`src/cid_pkg.sv`:
```
// Package for the core instruction decoder: widths, opcodes, fields and timing
package cid_pkg;
  // Word and field widths
  localparam int INSTR_W = 14;
  localparam int ADDR_W = 7;
  localparam int DATA_W = 8;
  // Oscillator clocks per instruction cycle
  localparam int Q_PER_CYCLE = 4;
  localparam logic [1:0] Q_LAST = 2'(Q_PER_CYCLE - 1);
  localparam logic [1:0] Q_RESET = 2'h0;
  // Field positions inside the instruction word
  localparam int DEST_BIT = 7;
  localparam int BIT_POS_LSB = 7;
  localparam int BANK_LIT_W = 6;
  localparam int PC_LATCH_HIGH_LIT_W = 7;
  // Indirect access register offsets within a bank
  localparam logic [6:0] INDIRECT0_ADDR = 7'h00;
  localparam logic [6:0] INDIRECT1_ADDR = 7'h01;
  // Operand values that make increment or decrement skip, and the zero-flag value
  localparam logic [7:0] INC_WRAP_VAL = 8'hff;
  localparam logic [7:0] DEC_ONE_VAL = 8'h01;
  localparam logic [7:0] ZERO_VAL = 8'h00;
  // Cycle counts
  localparam logic [1:0] ONE_CYCLE = 2'h1;
  // Opcode patterns, ? marks operand or don't-care bits
  localparam logic [13:0] P_ADD_REG = 14'b00_0111_????_????;
  localparam logic [13:0] P_ADD_REG_CARRY = 14'b11_1101_????_????;
  localparam logic [13:0] P_AND_REG = 14'b00_0101_????_????;
  localparam logic [13:0] P_ASR = 14'b11_0111_????_????;
  localparam logic [13:0] P_LSL = 14'b11_0101_????_????;
  localparam logic [13:0] P_LSR = 14'b11_0110_????_????;
  localparam logic [13:0] P_CLEAR_ACC = 14'b00_0001_0000_00??;
  localparam logic [13:0] P_LOAD_BANK = 14'b00_0001_01??_????;
  localparam logic [13:0] P_CLEAR_REG = 14'b00_0001_1???_????;
  localparam logic [13:0] P_COMPLEMENT = 14'b00_1001_????_????;
  localparam logic [13:0] P_DECREMENT = 14'b00_0011_????_????;
  localparam logic [13:0] P_INCREMENT = 14'b00_1010_????_????;
  localparam logic [13:0] P_OR_REG = 14'b00_0100_????_????;
  localparam logic [13:0] P_MOVE_REG = 14'b00_1000_????_????;
  localparam logic [13:0] P_STORE_ACC = 14'b00_0000_1???_????;
  localparam logic [13:0] P_ROT_LEFT = 14'b00_1101_????_????;
  localparam logic [13:0] P_ROT_RIGHT = 14'b00_1100_????_????;
  localparam logic [13:0] P_SUB_REG = 14'b00_0010_????_????;
  localparam logic [13:0] P_SUB_REG_BORROW = 14'b11_1011_????_????;
  localparam logic [13:0] P_SWAP = 14'b00_1110_????_????;
  localparam logic [13:0] P_XOR_REG = 14'b00_0110_????_????;
  localparam logic [13:0] P_DEC_SKIP = 14'b00_1011_????_????;
  localparam logic [13:0] P_INC_SKIP = 14'b00_1111_????_????;
  localparam logic [13:0] P_BIT_CLEAR = 14'b01_00??_????_????;
  localparam logic [13:0] P_BIT_SET = 14'b01_01??_????_????;
  localparam logic [13:0] P_TEST_CLEAR = 14'b01_10??_????_????;
  localparam logic [13:0] P_TEST_SET = 14'b01_11??_????_????;
  localparam logic [13:0] P_ADD_LIT = 14'b11_1110_????_????;
  localparam logic [13:0] P_AND_LIT = 14'b11_1001_????_????;
  localparam logic [13:0] P_OR_LIT = 14'b11_1000_????_????;
  localparam logic [13:0] P_LOAD_PCLATCH = 14'b11_0001_1???_????;
  localparam logic [13:0] P_LOAD_ACC = 14'b11_0000_????_????;
  localparam logic [13:0] P_SUB_LIT = 14'b11_1100_????_????;
  localparam logic [13:0] P_XOR_LIT = 14'b11_1010_????_????;
  localparam logic [13:0] P_REL_BRANCH = 14'b11_001?_????_????;
  localparam logic [13:0] P_REL_BRANCH_ACC = 14'b00_0000_0000_1011;
  localparam logic [13:0] P_SUB_CALL = 14'b10_0???_????_????;
  localparam logic [13:0] P_SUB_CALL_ACC = 14'b00_0000_0000_1010;
  localparam logic [13:0] P_ABS_JUMP = 14'b10_1???_????_????;
  localparam logic [13:0] P_INT_RETURN = 14'b00_0000_0000_1001;
  localparam logic [13:0] P_RET_LITERAL = 14'b11_0100_????_????;
  localparam logic [13:0] P_SUB_RETURN = 14'b00_0000_0000_1000;

  // Decoded operations
  typedef enum logic [5:0] {
    OP_NONE, OP_ADD_REG, OP_ADD_REG_CARRY, OP_AND_REG, OP_ASR, OP_LSL, OP_LSR,
    OP_CLEAR_REG, OP_CLEAR_ACC, OP_COMPLEMENT, OP_DECREMENT, OP_INCREMENT,
    OP_OR_REG, OP_MOVE_REG, OP_STORE_ACC, OP_ROT_LEFT, OP_ROT_RIGHT, OP_SUB_REG,
    OP_SUB_REG_BORROW, OP_SWAP, OP_XOR_REG, OP_DEC_SKIP, OP_INC_SKIP,
    OP_BIT_CLEAR, OP_BIT_SET, OP_TEST_CLEAR, OP_TEST_SET, OP_ADD_LIT, OP_AND_LIT,
    OP_OR_LIT, OP_LOAD_BANK, OP_LOAD_PCLATCH, OP_LOAD_ACC, OP_SUB_LIT,
    OP_XOR_LIT, OP_REL_BRANCH, OP_REL_BRANCH_ACC, OP_SUB_CALL, OP_SUB_CALL_ACC,
    OP_ABS_JUMP, OP_INT_RETURN, OP_RET_LITERAL, OP_SUB_RETURN
  } cid_op_e;

  // Decoded instruction record
  typedef struct packed {
    cid_op_e op;
    logic dest_file;
    logic [6:0] file_addr;
    logic [2:0] bit_pos;
    logic [7:0] literal;
    logic ptr_sel;
    logic names_file;
    logic file_write;
    logic upd_c;
    logic upd_dc;
    logic upd_z;
    logic pc_change;
    logic cond_skip;
  } cid_dec_s;

  // Timing states
  typedef enum logic [1:0] {ST_IDLE, ST_EXEC, ST_EXTRA, ST_NOP} cid_state_e;
endpackage : cid_pkg

```
`src/cid_core_decoder.sv`:
```
// Instruction decoder and instruction-cycle timing for the 8-bit core
// Behaviour
// - Each instruction is one 14-bit word
// - Single cycle unless listed exceptions apply
// - Subroutine calls take two cycles
// - All returns take two cycles
// - Jumps, branches and taken skips take two
// - Indirect access into program memory adds cycle
// - Instruction cycle is four clock periods
// - File writes read the register first
// - Destination bit: 0 accumulator, 1 file
// - File address is low seven bits
// - Arithmetic ops update carry, digit carry, zero
// - Logic byte ops update zero only
// - Rotates set carry; shifts carry and zero
// - Don't-care encoding bits are ignored
// - Increment/decrement skip on zero, no flags
// - Bit clear/set use 3-bit position
// - Bit tests skip on match, no flags
// - Add/subtract literal update three flags
// - Literal logic ops update zero only
// - Literal moves leave flags alone
// - Pointer select bit picks pointer pair
// - Final cycle of a flow change or taken skip executes as nop
module cid_core_decoder import cid_pkg::*; (
  // Clock and reset
  input wire logic clk,
  input wire logic srst,
  // Program memory word
  input wire logic [13:0] instr_word,
  // Datapath feedback
  input wire logic [7:0] file_rd_data,
  input wire logic [7:0] alu_result,
  input wire logic [1:0] fsr_msb,
  // Decoded instruction
  output cid_dec_s dec_out,
  // Cycle timing
  output logic [1:0] q_phase,
  output logic cycle_end,
  output logic instr_take,
  output logic exec_cycle,
  output logic extra_cycle,
  output logic nop_cycle,
  output logic [1:0] instr_cycles,
  // Zero flag
  output logic zero_flag
);

  // Decode one word into a record
  function automatic cid_dec_s decode(input logic [13:0] w);
    cid_dec_s d;
    d = '0;
    d.op = OP_NONE;
    d.dest_file = w[DEST_BIT];
    d.file_addr = w[ADDR_W-1:0];
    d.bit_pos = w[BIT_POS_LSB +: 3];
    d.literal = w[DATA_W-1:0];
    d.ptr_sel = w[0];
    // Wildcard match ignores operand and don't-care bits
    casez (w)
      P_CLEAR_ACC: d.op = OP_CLEAR_ACC;
      P_REL_BRANCH_ACC: d.op = OP_REL_BRANCH_ACC;
      P_SUB_CALL_ACC: d.op = OP_SUB_CALL_ACC;
      P_INT_RETURN: d.op = OP_INT_RETURN;
      P_SUB_RETURN: d.op = OP_SUB_RETURN;
      P_LOAD_BANK: d.op = OP_LOAD_BANK;
      P_CLEAR_REG: d.op = OP_CLEAR_REG;
      P_STORE_ACC: d.op = OP_STORE_ACC;
      P_ADD_REG: d.op = OP_ADD_REG;
      P_ADD_REG_CARRY: d.op = OP_ADD_REG_CARRY;
      P_AND_REG: d.op = OP_AND_REG;
      P_ASR: d.op = OP_ASR;
      P_LSL: d.op = OP_LSL;
      P_LSR: d.op = OP_LSR;
      P_COMPLEMENT: d.op = OP_COMPLEMENT;
      P_DECREMENT: d.op = OP_DECREMENT;
      P_INCREMENT: d.op = OP_INCREMENT;
      P_OR_REG: d.op = OP_OR_REG;
      P_MOVE_REG: d.op = OP_MOVE_REG;
      P_ROT_LEFT: d.op = OP_ROT_LEFT;
      P_ROT_RIGHT: d.op = OP_ROT_RIGHT;
      P_SUB_REG: d.op = OP_SUB_REG;
      P_SUB_REG_BORROW: d.op = OP_SUB_REG_BORROW;
      P_SWAP: d.op = OP_SWAP;
      P_XOR_REG: d.op = OP_XOR_REG;
      P_DEC_SKIP: d.op = OP_DEC_SKIP;
      P_INC_SKIP: d.op = OP_INC_SKIP;
      P_BIT_CLEAR: d.op = OP_BIT_CLEAR;
      P_BIT_SET: d.op = OP_BIT_SET;
      P_TEST_CLEAR: d.op = OP_TEST_CLEAR;
      P_TEST_SET: d.op = OP_TEST_SET;
      P_ADD_LIT: d.op = OP_ADD_LIT;
      P_AND_LIT: d.op = OP_AND_LIT;
      P_OR_LIT: d.op = OP_OR_LIT;
      P_LOAD_PCLATCH: d.op = OP_LOAD_PCLATCH;
      P_LOAD_ACC: d.op = OP_LOAD_ACC;
      P_SUB_LIT: d.op = OP_SUB_LIT;
      P_XOR_LIT: d.op = OP_XOR_LIT;
      P_REL_BRANCH: d.op = OP_REL_BRANCH;
      P_SUB_CALL: d.op = OP_SUB_CALL;
      P_ABS_JUMP: d.op = OP_ABS_JUMP;
      P_RET_LITERAL: d.op = OP_RET_LITERAL;
      default: d.op = OP_NONE;
    endcase
    // Literal widths narrower than a byte
    if (d.op == OP_LOAD_BANK) begin
      d.literal = {2'h0, w[BANK_LIT_W-1:0]};
    end else if (d.op == OP_LOAD_PCLATCH) begin
      d.literal = {1'h0, w[PC_LATCH_HIGH_LIT_W-1:0]};
    end
    // Flags, file access and flow per operation
    case (d.op)
      OP_ADD_REG, OP_ADD_REG_CARRY, OP_SUB_REG, OP_SUB_REG_BORROW: begin
        d.upd_c = 1'b1;
        d.upd_dc = 1'b1;
        d.upd_z = 1'b1;
      end
      OP_ADD_LIT, OP_SUB_LIT: begin
        d.upd_c = 1'b1;
        d.upd_dc = 1'b1;
        d.upd_z = 1'b1;
      end
      OP_AND_REG, OP_OR_REG, OP_XOR_REG, OP_COMPLEMENT, OP_INCREMENT,
      OP_DECREMENT, OP_MOVE_REG, OP_CLEAR_REG, OP_CLEAR_ACC: begin
        d.upd_z = 1'b1;
      end
      OP_AND_LIT, OP_OR_LIT, OP_XOR_LIT: begin
        d.upd_z = 1'b1;
      end
      OP_ROT_LEFT, OP_ROT_RIGHT: begin
        d.upd_c = 1'b1;
      end
      OP_ASR, OP_LSL, OP_LSR: begin
        d.upd_c = 1'b1;
        d.upd_z = 1'b1;
      end
      OP_SUB_CALL, OP_SUB_CALL_ACC: d.pc_change = 1'b1;
      OP_SUB_RETURN, OP_RET_LITERAL, OP_INT_RETURN: d.pc_change = 1'b1;
      OP_ABS_JUMP, OP_REL_BRANCH, OP_REL_BRANCH_ACC: d.pc_change = 1'b1;
      default: d.upd_z = 1'b0;
    endcase
    // Skip operations are conditional two-cycle
    d.cond_skip = (d.op == OP_DEC_SKIP) || (d.op == OP_INC_SKIP) ||
                  (d.op == OP_TEST_CLEAR) || (d.op == OP_TEST_SET);
    // Every file-named op reads its register first
    d.names_file = (w[13:12] == 2'h1) || d.op inside {OP_ADD_REG,
      OP_ADD_REG_CARRY, OP_AND_REG, OP_ASR, OP_LSL, OP_LSR, OP_CLEAR_REG,
      OP_COMPLEMENT, OP_DECREMENT, OP_INCREMENT, OP_OR_REG, OP_MOVE_REG,
      OP_STORE_ACC, OP_ROT_LEFT, OP_ROT_RIGHT, OP_SUB_REG, OP_SUB_REG_BORROW,
      OP_SWAP, OP_XOR_REG, OP_DEC_SKIP, OP_INC_SKIP};
    // Write back to the file register
    if (d.op inside {OP_CLEAR_REG, OP_STORE_ACC, OP_BIT_CLEAR, OP_BIT_SET}) begin
      d.file_write = 1'b1;
    end else if (d.op inside {OP_TEST_CLEAR, OP_TEST_SET}) begin
      d.file_write = 1'b0;
    end else begin
      d.file_write = d.names_file & d.dest_file;
    end
    return d;
  endfunction : decode

  // Registered state
  logic [1:0] phase_reg, phase_next; // Oscillator phase in the cycle
  cid_state_e state_reg, state_next; // Cycle kind
  cid_dec_s dec_reg, dec_next; // Current instruction
  logic cycle_end_reg, cycle_end_next; // Last phase marker
  logic take_reg, take_next; // Word taken pulse
  logic [1:0] count_reg, count_next; // Cycles used so far
  logic [1:0] cycles_reg, cycles_next; // Cycles of last instruction
  logic zero_reg, zero_next; // Zero flag
  logic exec_reg, exec_next; // Execute cycle flag
  logic extra_reg, extra_next; // Extra indirect cycle flag
  logic nop_reg, nop_next; // No-operation cycle flag

  // Combinational helpers
  logic at_end; // Final phase of this cycle
  logic extra_need; // Indirect access into program memory
  logic skip_hit; // Skip condition met
  logic last_data; // Cycle that finishes the data part
  logic tested_bit; // Selected file bit

  // Per-cycle conditions
  always_comb begin
    at_end = (phase_reg == Q_LAST);
    tested_bit = file_rd_data[dec_reg.bit_pos];
    // Pointer MSb set means program memory
    extra_need = dec_reg.names_file &&
                 (((dec_reg.file_addr == INDIRECT0_ADDR) && fsr_msb[0]) ||
                  ((dec_reg.file_addr == INDIRECT1_ADDR) && fsr_msb[1]));
    // Skip outcome from the value read
    case (dec_reg.op)
      OP_DEC_SKIP: skip_hit = (file_rd_data == DEC_ONE_VAL);
      OP_INC_SKIP: skip_hit = (file_rd_data == INC_WRAP_VAL);
      OP_TEST_CLEAR: skip_hit = !tested_bit;
      OP_TEST_SET: skip_hit = tested_bit;
      default: skip_hit = 1'b0;
    endcase
    last_data = ((state_reg == ST_EXEC) && !extra_need) || (state_reg == ST_EXTRA);
  end

  // Next state of phase, sequencing and flags
  always_comb begin
    // Phase counter wraps every four clocks
    phase_next = phase_reg + 2'h1;
    state_next = state_reg;
    dec_next = dec_reg;
    take_next = 1'b0;
    count_next = count_reg;
    cycles_next = cycles_reg;
    zero_next = zero_reg;
    if (at_end) begin
      phase_next = Q_RESET;
      // Zero flag from the finished result
      if (last_data && dec_reg.upd_z) begin
        zero_next = (alu_result == ZERO_VAL);
      end
      // Pick the kind of the next instruction cycle
      case (state_reg)
        ST_IDLE: begin
          state_next = ST_EXEC;
        end
        ST_EXEC: begin
          if (extra_need) begin
            state_next = ST_EXTRA;
          end else if (dec_reg.pc_change || skip_hit) begin
            state_next = ST_NOP;
          end else begin
            state_next = ST_EXEC;
          end
        end
        ST_EXTRA: begin
          if (dec_reg.pc_change || skip_hit) begin
            state_next = ST_NOP;
          end else begin
            state_next = ST_EXEC;
          end
        end
        default: begin
          state_next = ST_EXEC;
        end
      endcase
      // Take a new word when the next cycle executes
      if (state_next == ST_EXEC) begin
        dec_next = decode(instr_word);
        take_next = 1'b1;
        count_next = ONE_CYCLE;
        // Nothing has finished yet on the first cycle after reset
        if (state_reg != ST_IDLE) begin
          cycles_next = count_reg;
        end
      end else begin
        // One more cycle spent on this instruction
        count_next = count_reg + 2'h1;
      end
    end
    cycle_end_next = (phase_next == Q_LAST);
    // Cycle kind flags registered so the outputs come from flops
    exec_next = (state_next == ST_EXEC);
    extra_next = (state_next == ST_EXTRA);
    nop_next = (state_next == ST_NOP);
  end

  // Register all state
  always_ff @(posedge clk) begin
    if (srst) begin
      phase_reg <= Q_RESET;
      state_reg <= ST_IDLE;
      dec_reg <= '0;
      cycle_end_reg <= 1'b0;
      take_reg <= 1'b0;
      count_reg <= 2'h0;
      cycles_reg <= 2'h0;
      zero_reg <= 1'b0;
      exec_reg <= 1'b0;
      extra_reg <= 1'b0;
      nop_reg <= 1'b0;
    end else begin
      phase_reg <= phase_next;
      state_reg <= state_next;
      dec_reg <= dec_next;
      cycle_end_reg <= cycle_end_next;
      take_reg <= take_next;
      count_reg <= count_next;
      cycles_reg <= cycles_next;
      zero_reg <= zero_next;
      exec_reg <= exec_next;
      extra_reg <= extra_next;
      nop_reg <= nop_next;
    end
  end

  // Outputs straight from flip-flops
  assign dec_out = dec_reg;
  assign q_phase = phase_reg;
  assign cycle_end = cycle_end_reg;
  assign instr_take = take_reg;
  assign exec_cycle = exec_reg;
  assign extra_cycle = extra_reg;
  assign nop_cycle = nop_reg;
  assign instr_cycles = cycles_reg;
  assign zero_flag = zero_reg;

endmodule : cid_core_decoder

```
`config.mk`:
```
export PLATFORM = sky130hd
export DESIGN_NAME = cid_core_decoder
export DESIGN_NICKNAME = d
export VERILOG_FILES = /design/src/cid_pkg.sv /design/src/cid_core_decoder.sv
export SDC_FILE = /design/constraint.sdc
export NUM_CORES = 1
export LEC_CHECK = 0
export ABC_AREA = 1
export BUFFER_PORTS_ARGS = -buffer_cell sky130_fd_sc_hd__buf_2
export CORE_MARGIN = 1
export CORE_UTILIZATION = 49
export DETAILED_ROUTE_END_ITERATION = 10
export GPL_ROUTABILITY_DRIVEN = 0
export GPL_TIMING_DRIVEN = 0
export PLACE_DENSITY_LB_ADDON = 0.3
export SYNTH_ARGS = -nofsm -noshare
export SYNTH_HDL_FRONTEND = slang
export SYNTH_SLANG_ARGS = --single-unit
```
`constraint.sdc`:
```
create_clock -name clk -period 1.57 [get_ports clk]
set_input_delay 0.314 -clock clk [delete_from_list [all_inputs] [get_ports clk]]
set_output_delay 0.314 -clock clk [all_outputs]
set_load 0.02 [all_outputs]
```
==> results of run 1 <==
==> critical path, delay by kind of cell, from the launching register on <==
family	cells	cell delay (ns)
buffers and inverters	4	0.40
flip-flops	1	0.32
AO/OA/AOI/OAI	2	0.23
AND/OR/NAND/NOR	8	0.72
==> cells by family after synthesis <==
family	Yosys count	share of synthesized area [%]
AOI/OAI and AO/OA	49	8.67
buffers and inverters	95	14.1
and+or+nand+nor	356	49.9
adders and majority gates	5	2.03
DFF	39	25.3
==> worst max-delay path by stage <==
stage                     cells past startpoint     endpoint           start  slack (ns)
final                                        14  dec_out[23]     dec_out[22]       -0.21
after detailed placement                     17   dec_out[1]  instr_word[13]       -0.45
after global routing                         13   dec_out[5]    state_reg[1]       -0.36
after floorplan                              13   dec_out[2]     dec_out[16]       -0.08
after CTS                                    13   dec_out[5]     dec_out[16]       -0.17
after global placement                       15   dec_out[1]   instr_word[9]       -0.42
==> through the flow <==
step | cells | util, % | setup slack (ns)
2_1_floorplan | 544 | - | -0.0836
3_3_place_gp | 692 | 60.0 | -0.419
3_5_place_dp | 692 | 60.0 | -0.452
4_1_cts | 707 | 64.1 | -0.172
5_1_grt | 708 | 65.2 | -0.357
6_report | 708 | 65.2 | -0.211
==> final cells by class <==
type,count,area [µm²]
timing repair buffer,83,482
buffer,21,166
clock buffer,6,82.6
inverter,73,284
multi-input combinational,410,1990
clock inverter,1,5.00
fill,576,2090
tap,75,93.8
sequential,39,801
==> cells in the final DEF, fill, tap and decap left out, types with 4 or more instances in the layout <==
cell	synthesis	final
nand2_2	4	10
dfxtp_2	0	10
o21ai_1	1	9
inv_2	4	4
nor4_1	6	5
a21oi_2	0	5
nor2_1	109	101
nand3_1	55	53
nand3_2	2	4
o21ai_0	19	10
nor2_2	6	11
inv_1	67	67
nor2_4	2	5
clkbuf_8	0	6
nor3_2	2	6
nand2_1	148	142
nand4_1	6	6
o211ai_1	4	4
a21oi_1	20	15
buf_4	13	20
nor3_1	14	10
ha_1	5	4
dfxtp_1	39	27
buf_2	2	74
==> layer usage <==
layer / routed length [µm] / vias up / GRT usage (%)
li1: - / 1887 / -
met5: 0 / - / 0
met4: 288 / 0 / 11.6
met1: 3990 / 1734 / 37.2
met3: 1070 / 38 / 5.73
met2: 4470 / 266 / 51.0
==> power by group <==
part	switching (mW)	internal [mW]
clock network	0.350	0.345
registers	0.0478	1.04
logic	0.509	0.296
total	0.907	1.68
==> timing repair <==
item,CTS,global route
pin swaps,11,1
hold buffers,0,0
resized for setup,35,15
buffers inserted,7,0
cloned,2,1
setup endpoints to repair,35,35
==> impl_metrics.tcl, run 1 <==
set metrics [dict create \
    portBuffers 73 \
    synth_edf_count 0 \
    io_pins 77 \
    tightest_slew_ns 0.585 \
    clockRootBuffer "clkbuf_8" \
    grt_first_pass_wirelength_mm 15.2 \
    worstSetupPathType "flip-flop to flip-flop" \
    power-per-cell-area_mw_per_mm2 663 \
    setup_tns_ns -5.14 \
    layout_worst_path_cycle_share_pct 113 \
    cts_tree "yes" \
    async_flop_share_pct 0 \
    worst_setup_path_start_kind "flip-flop" \
    ant_nets 0 \
    area_delta_synth_final_pct 26.5 \
    diodes 0 \
    hold_path_depth 2 \
    r2r-end "dec_out[23]" \
    netlist_top_cells_count "nand2_1, nor2_1, inv_1" \
    synthDistinctLibCells 31 \
    clockBufferDepth 2 \
    slew_headroom_pct 61.0 \
    cp-end-kind "flip-flop" \
    reg2reg_slack_ns -0.21 \
    fin_crit_ns 1.78 \
    nets 672 \
    die_w_um 81.4 \
    yosysMostFrequentCell "nand2_1" \
    yosysTopAreaCell "dfxtp_1" \
    clk_latency_ns 0.30 \
    rsz0062_at_grt "yes" \
    synth_top_area_share_pct 25.3 \
    ys.flop_type "dfxtp_1" \
    core_area_mm2 0.00599 \
    holdWs_ns 0.236 \
    cts.clk_slew.worst_paths_ns 0.08 \
    die_h_um 81.4 \
    grt.total_usage_pct 30.1 \
    critPathSlowestCell "dfxtp_2" \
    fin_ws_ns -0.211 \
    dp_hpwl_mm 7.27 \
    finalWirelength_mm 9.82 \
    synth.avg_cell_area_um2 5.68 \
    ys_warn_count 0 \
    path_cells "nor2_1, nand2_1, nor2_2, nand2_2, o21bai_1, inv_1, nand2_2, o21ai_4, nand2_2, buf_6, inv_8, buf_8, nor2_1, nor2_1" \
    power_mw 2.59 \
    grt_max_degree 12 \
    vdd_drop_max_mv 0.624 \
    synth_cells 544 \
    synth-seq-area-share_pct 25.3 \
    initial_utilization_pct 51.5 \
    numCtsBuffers 5 \
    crit_arrival_ns 1.96 \
    r2r_cells 14 \
    grt_overflow 0 \
    critical_path.max_stage_delay_ns 0.32 \
    r2r_start "dec_out[22]" \
    status "finished with violations" \
    critPathMaxFanout 7 \
    largest_reg_flops 25 \
    hold_violations 0 \
    syn-num-nets 583 \
    antenna_found_initial 0 \
    drt-wirelength-per-cell_um 13.9 \
    cts.sinks 39 \
    min_from "srst" \
    ys_ff_latch 39 \
    violations "negative setup slack" \
    skew_ns 0.0115 \
    drive_above_1_share_pct 27.3 \
    required_ns 1.75 \
    slew_violations 0 \
    dr.first_iter.drc_count 326 \
    placed_cell_area_mm2 0.00359 \
    rows 28 \
    dr.pass1.iters 7 \
    total_leakage_power_nw 2.22 \
    dieArea_mm2 0.00662 \
    hold_path.class "input port to flip-flop" \
    via_per_inst 5.54 \
    stdcell_area_mm2 0.00391 \
    netlist_area_mm2 0.00309 \
    setup_viol 34 \
    min_to "q_phase[0]" \
    fmax_mhz 562 \
    drc 0 \
    vias 3925 \
    grt_pass1_vias 3418 \
    ys_top_cells_by_area "dfxtp_1, nand2_1, nor2_1" \
    drv_cap 0 \
    h-tree-depth 2 \
]
Note: power is estimated with default switching activity, not from simulation.
==> run 2: changes to the inputs <==
--- a/config.mk
+++ b/config.mk
@@ -8,7 +8,7 @@
 export ABC_AREA = 1
 export BUFFER_PORTS_ARGS = -buffer_cell sky130_fd_sc_hd__buf_2
 export CORE_MARGIN = 1
-export CORE_UTILIZATION = 49
+export CORE_UTILIZATION = 50
 export DETAILED_ROUTE_END_ITERATION = 10
 export GPL_ROUTABILITY_DRIVEN = 0
 export GPL_TIMING_DRIVEN = 0
==> constraint.sdc (replaced) <==
create_clock -name clk -period 2.1 [get_ports clk]
set_input_delay 0.42 -clock clk [delete_from_list [all_inputs] [get_ports clk]]
set_output_delay 0.42 -clock clk [all_outputs]
set_load 0.02 [all_outputs]
==> impl_metrics.tcl, run 2 (synthesis results as in run 1) <==
set metrics [dict create \
    worstSetupPathType "flip-flop to flip-flop" \
    drv_cap 0 \
    layout_common_cells "nand2_1, nor2_1, buf_2, inv_1, nand3_1" \
    grt_pass1_vias 3168 \
    skew_ns 0.00684 \
    io_pins 77 \
    area_delta_synth_final_pct 17.7 \
    power-per-cell-area_mw_per_mm2 510 \
    use_met2_pct 45.8 \
    diodes 0 \
    post_cts_buffers 0 \
    rsz0062_at_grt "no" \
    grt_overflow 0 \
    largest_reg_flops 25 \
    clockRootBuffer "clkbuf_8" \
    grt_max_degree 13 \
    ant_nets 0 \
    clk_latency_ns 0.30 \
    fillerInstances 621 \
    worst_setup_path_start_kind "flip-flop" \
    regArea_um2 781 \
    final_common_cell "nand2_1" \
    gr-max-usage-layer "met2" \
    dieArea_mm2 0.00649 \
    ctsHoldBuffers 0 \
    dr.pass1.iters 5 \
    total_leakage_power_nw 2.13 \
    dr.first_iter.drc_count 285 \
    power_mw 1.85 \
    fin_ws_ns 0.208 \
    cts.sinks 39 \
    place_ws_ns -0.00542 \
    setup_tns_ns 0 \
    portBuffers 73 \
    vias 3712 \
    setup_viol 0 \
    cp-end-kind "flip-flop" \
    hold_violations 0 \
    initial_utilization_pct 51.8 \
    holdWs_ns 0.348 \
    antenna_found_initial 0 \
    cts_tree "yes" \
    status "finished, final reports clean" \
    h-tree-depth 2 \
    drt-wirelength-per-cell_um 12.8 \
    die_h_um 80.6 \
    crit_arrival_ns 2.06 \
    critPathMaxFanout 10 \
    grt.total_usage_pct 28.3 \
    placed_cell_area_mm2 0.00355 \
    numCtsBuffers 5 \
    fmax_mhz 529 \
    stdcell_area_mm2 0.00363 \
    grt_first_pass_wirelength_mm 14.2 \
    via_per_inst 5.30 \
    tightest_slew_ns 0.495 \
    multi_input_area_mm2 0.00187 \
    dp_hpwl_mm 7.16 \
    nets 663 \
    drc 0 \
    die_w_um 80.6 \
    finalWirelength_mm 8.97 \
    required_ns 2.27 \
    layout_worst_path_cycle_share_pct 90.1 \
    met1_usage_pct 35.9 \
    clockBufferDepth 2 \
    slew_headroom_pct 67.0 \
    cts.clk_slew.worst_paths_ns 0.08 \
    drive_above_1_share_pct 19.8 \
    core_area_mm2 0.00596 \
    fin_crit_ns 1.89 \
    vdd_drop_max_mv 0.495 \
    gr-usage-met3_pct 6.93 \
    slew_violations 0 \
    hold_path.class "input port to flip-flop" \
    rows 28 \
]
-- run 2: cell types whose count changed in the layout (fill, tap and decap cells not counted), moves of 6 or more --
cell and change:
buf_4 -7, dfxtp_1 +12, o21ai_0 +9, nor2_1 +8
nand2_1 +6, o21ai_1 -8, dfxtp_2 -10, nand2_2 -6
-- run 2: through the flow --
stage / util (%) / instances
floorplan: - / 544
global placement: 59.6 / 692
detailed placement: 59.6 / 692
CTS: 61.0 / 700
global route: 61.0 / 700
finish: 61.0 / 700
-- run 2: layout make-up --
class | instances | area share (%)
Buffer | 22 | 4.34
Clock buffer | 6 | 2.00
Clock inverter | 2 | 0.344
Inverter | 73 | 7.68
Multi-Input combinational cell | 410 | 51.5
Sequential cell | 39 | 21.5
Tap cell | 75 | 2.58
Timing Repair Buffer | 73 | 10.1
-- run 2: power breakdown --
| group | total, mW | switching [mW] | internal (mW) |
|---|---|---|---|
| logic | 0.533 | 0.347 | 0.186 |
| registers | 0.810 | 0.0322 | 0.778 |
| clock network | 0.512 | 0.280 | 0.232 |
-- run 2: what timing repair did --
action                                  4_1_cts  5_1_grt
endpoints found under the setup margin        0        6
gates resized for setup                       0        2
hold endpoints to repair                      0        0
-- run 2: path summary, 6_finish.rpt --
kind / startpoint / end / slack [ns] / depth (start not counted)
hold reg to reg: dec_out[3] / dec_out[3] / 0.47 / 2
setup reg to reg: dec_out[16] / dec_out[16] / 0.21 / 14
hold / removal: srst / q_phase[0] / 0.35 / 2
setup / recovery: dec_out[16] / dec_out[16] / 0.21 / 14
-- run 2: worst max-delay path, cell delays in order (launching register included) --
cell and delay [ns]:
dfxtp_1 0.35, buf_2 0.19, a21oi_1 0.08, o21ai_0 0.07, nand2_1 0.06, nand2_1 0.07
nand2_1 0.06, nand2_1 0.05, nand2_1 0.08, o21ai_2 0.17, nand2_1 0.10, buf_6 0.16
buf_4 0.18, nand2_1 0.07, a21oi_1 0.06
-- run 2: metal layers --
metal	vias up	wire length [µm]
met3	28	860
met4	0	231
met5	-	0
met2	195	3970
li1	1867	-
met1	1622	3900
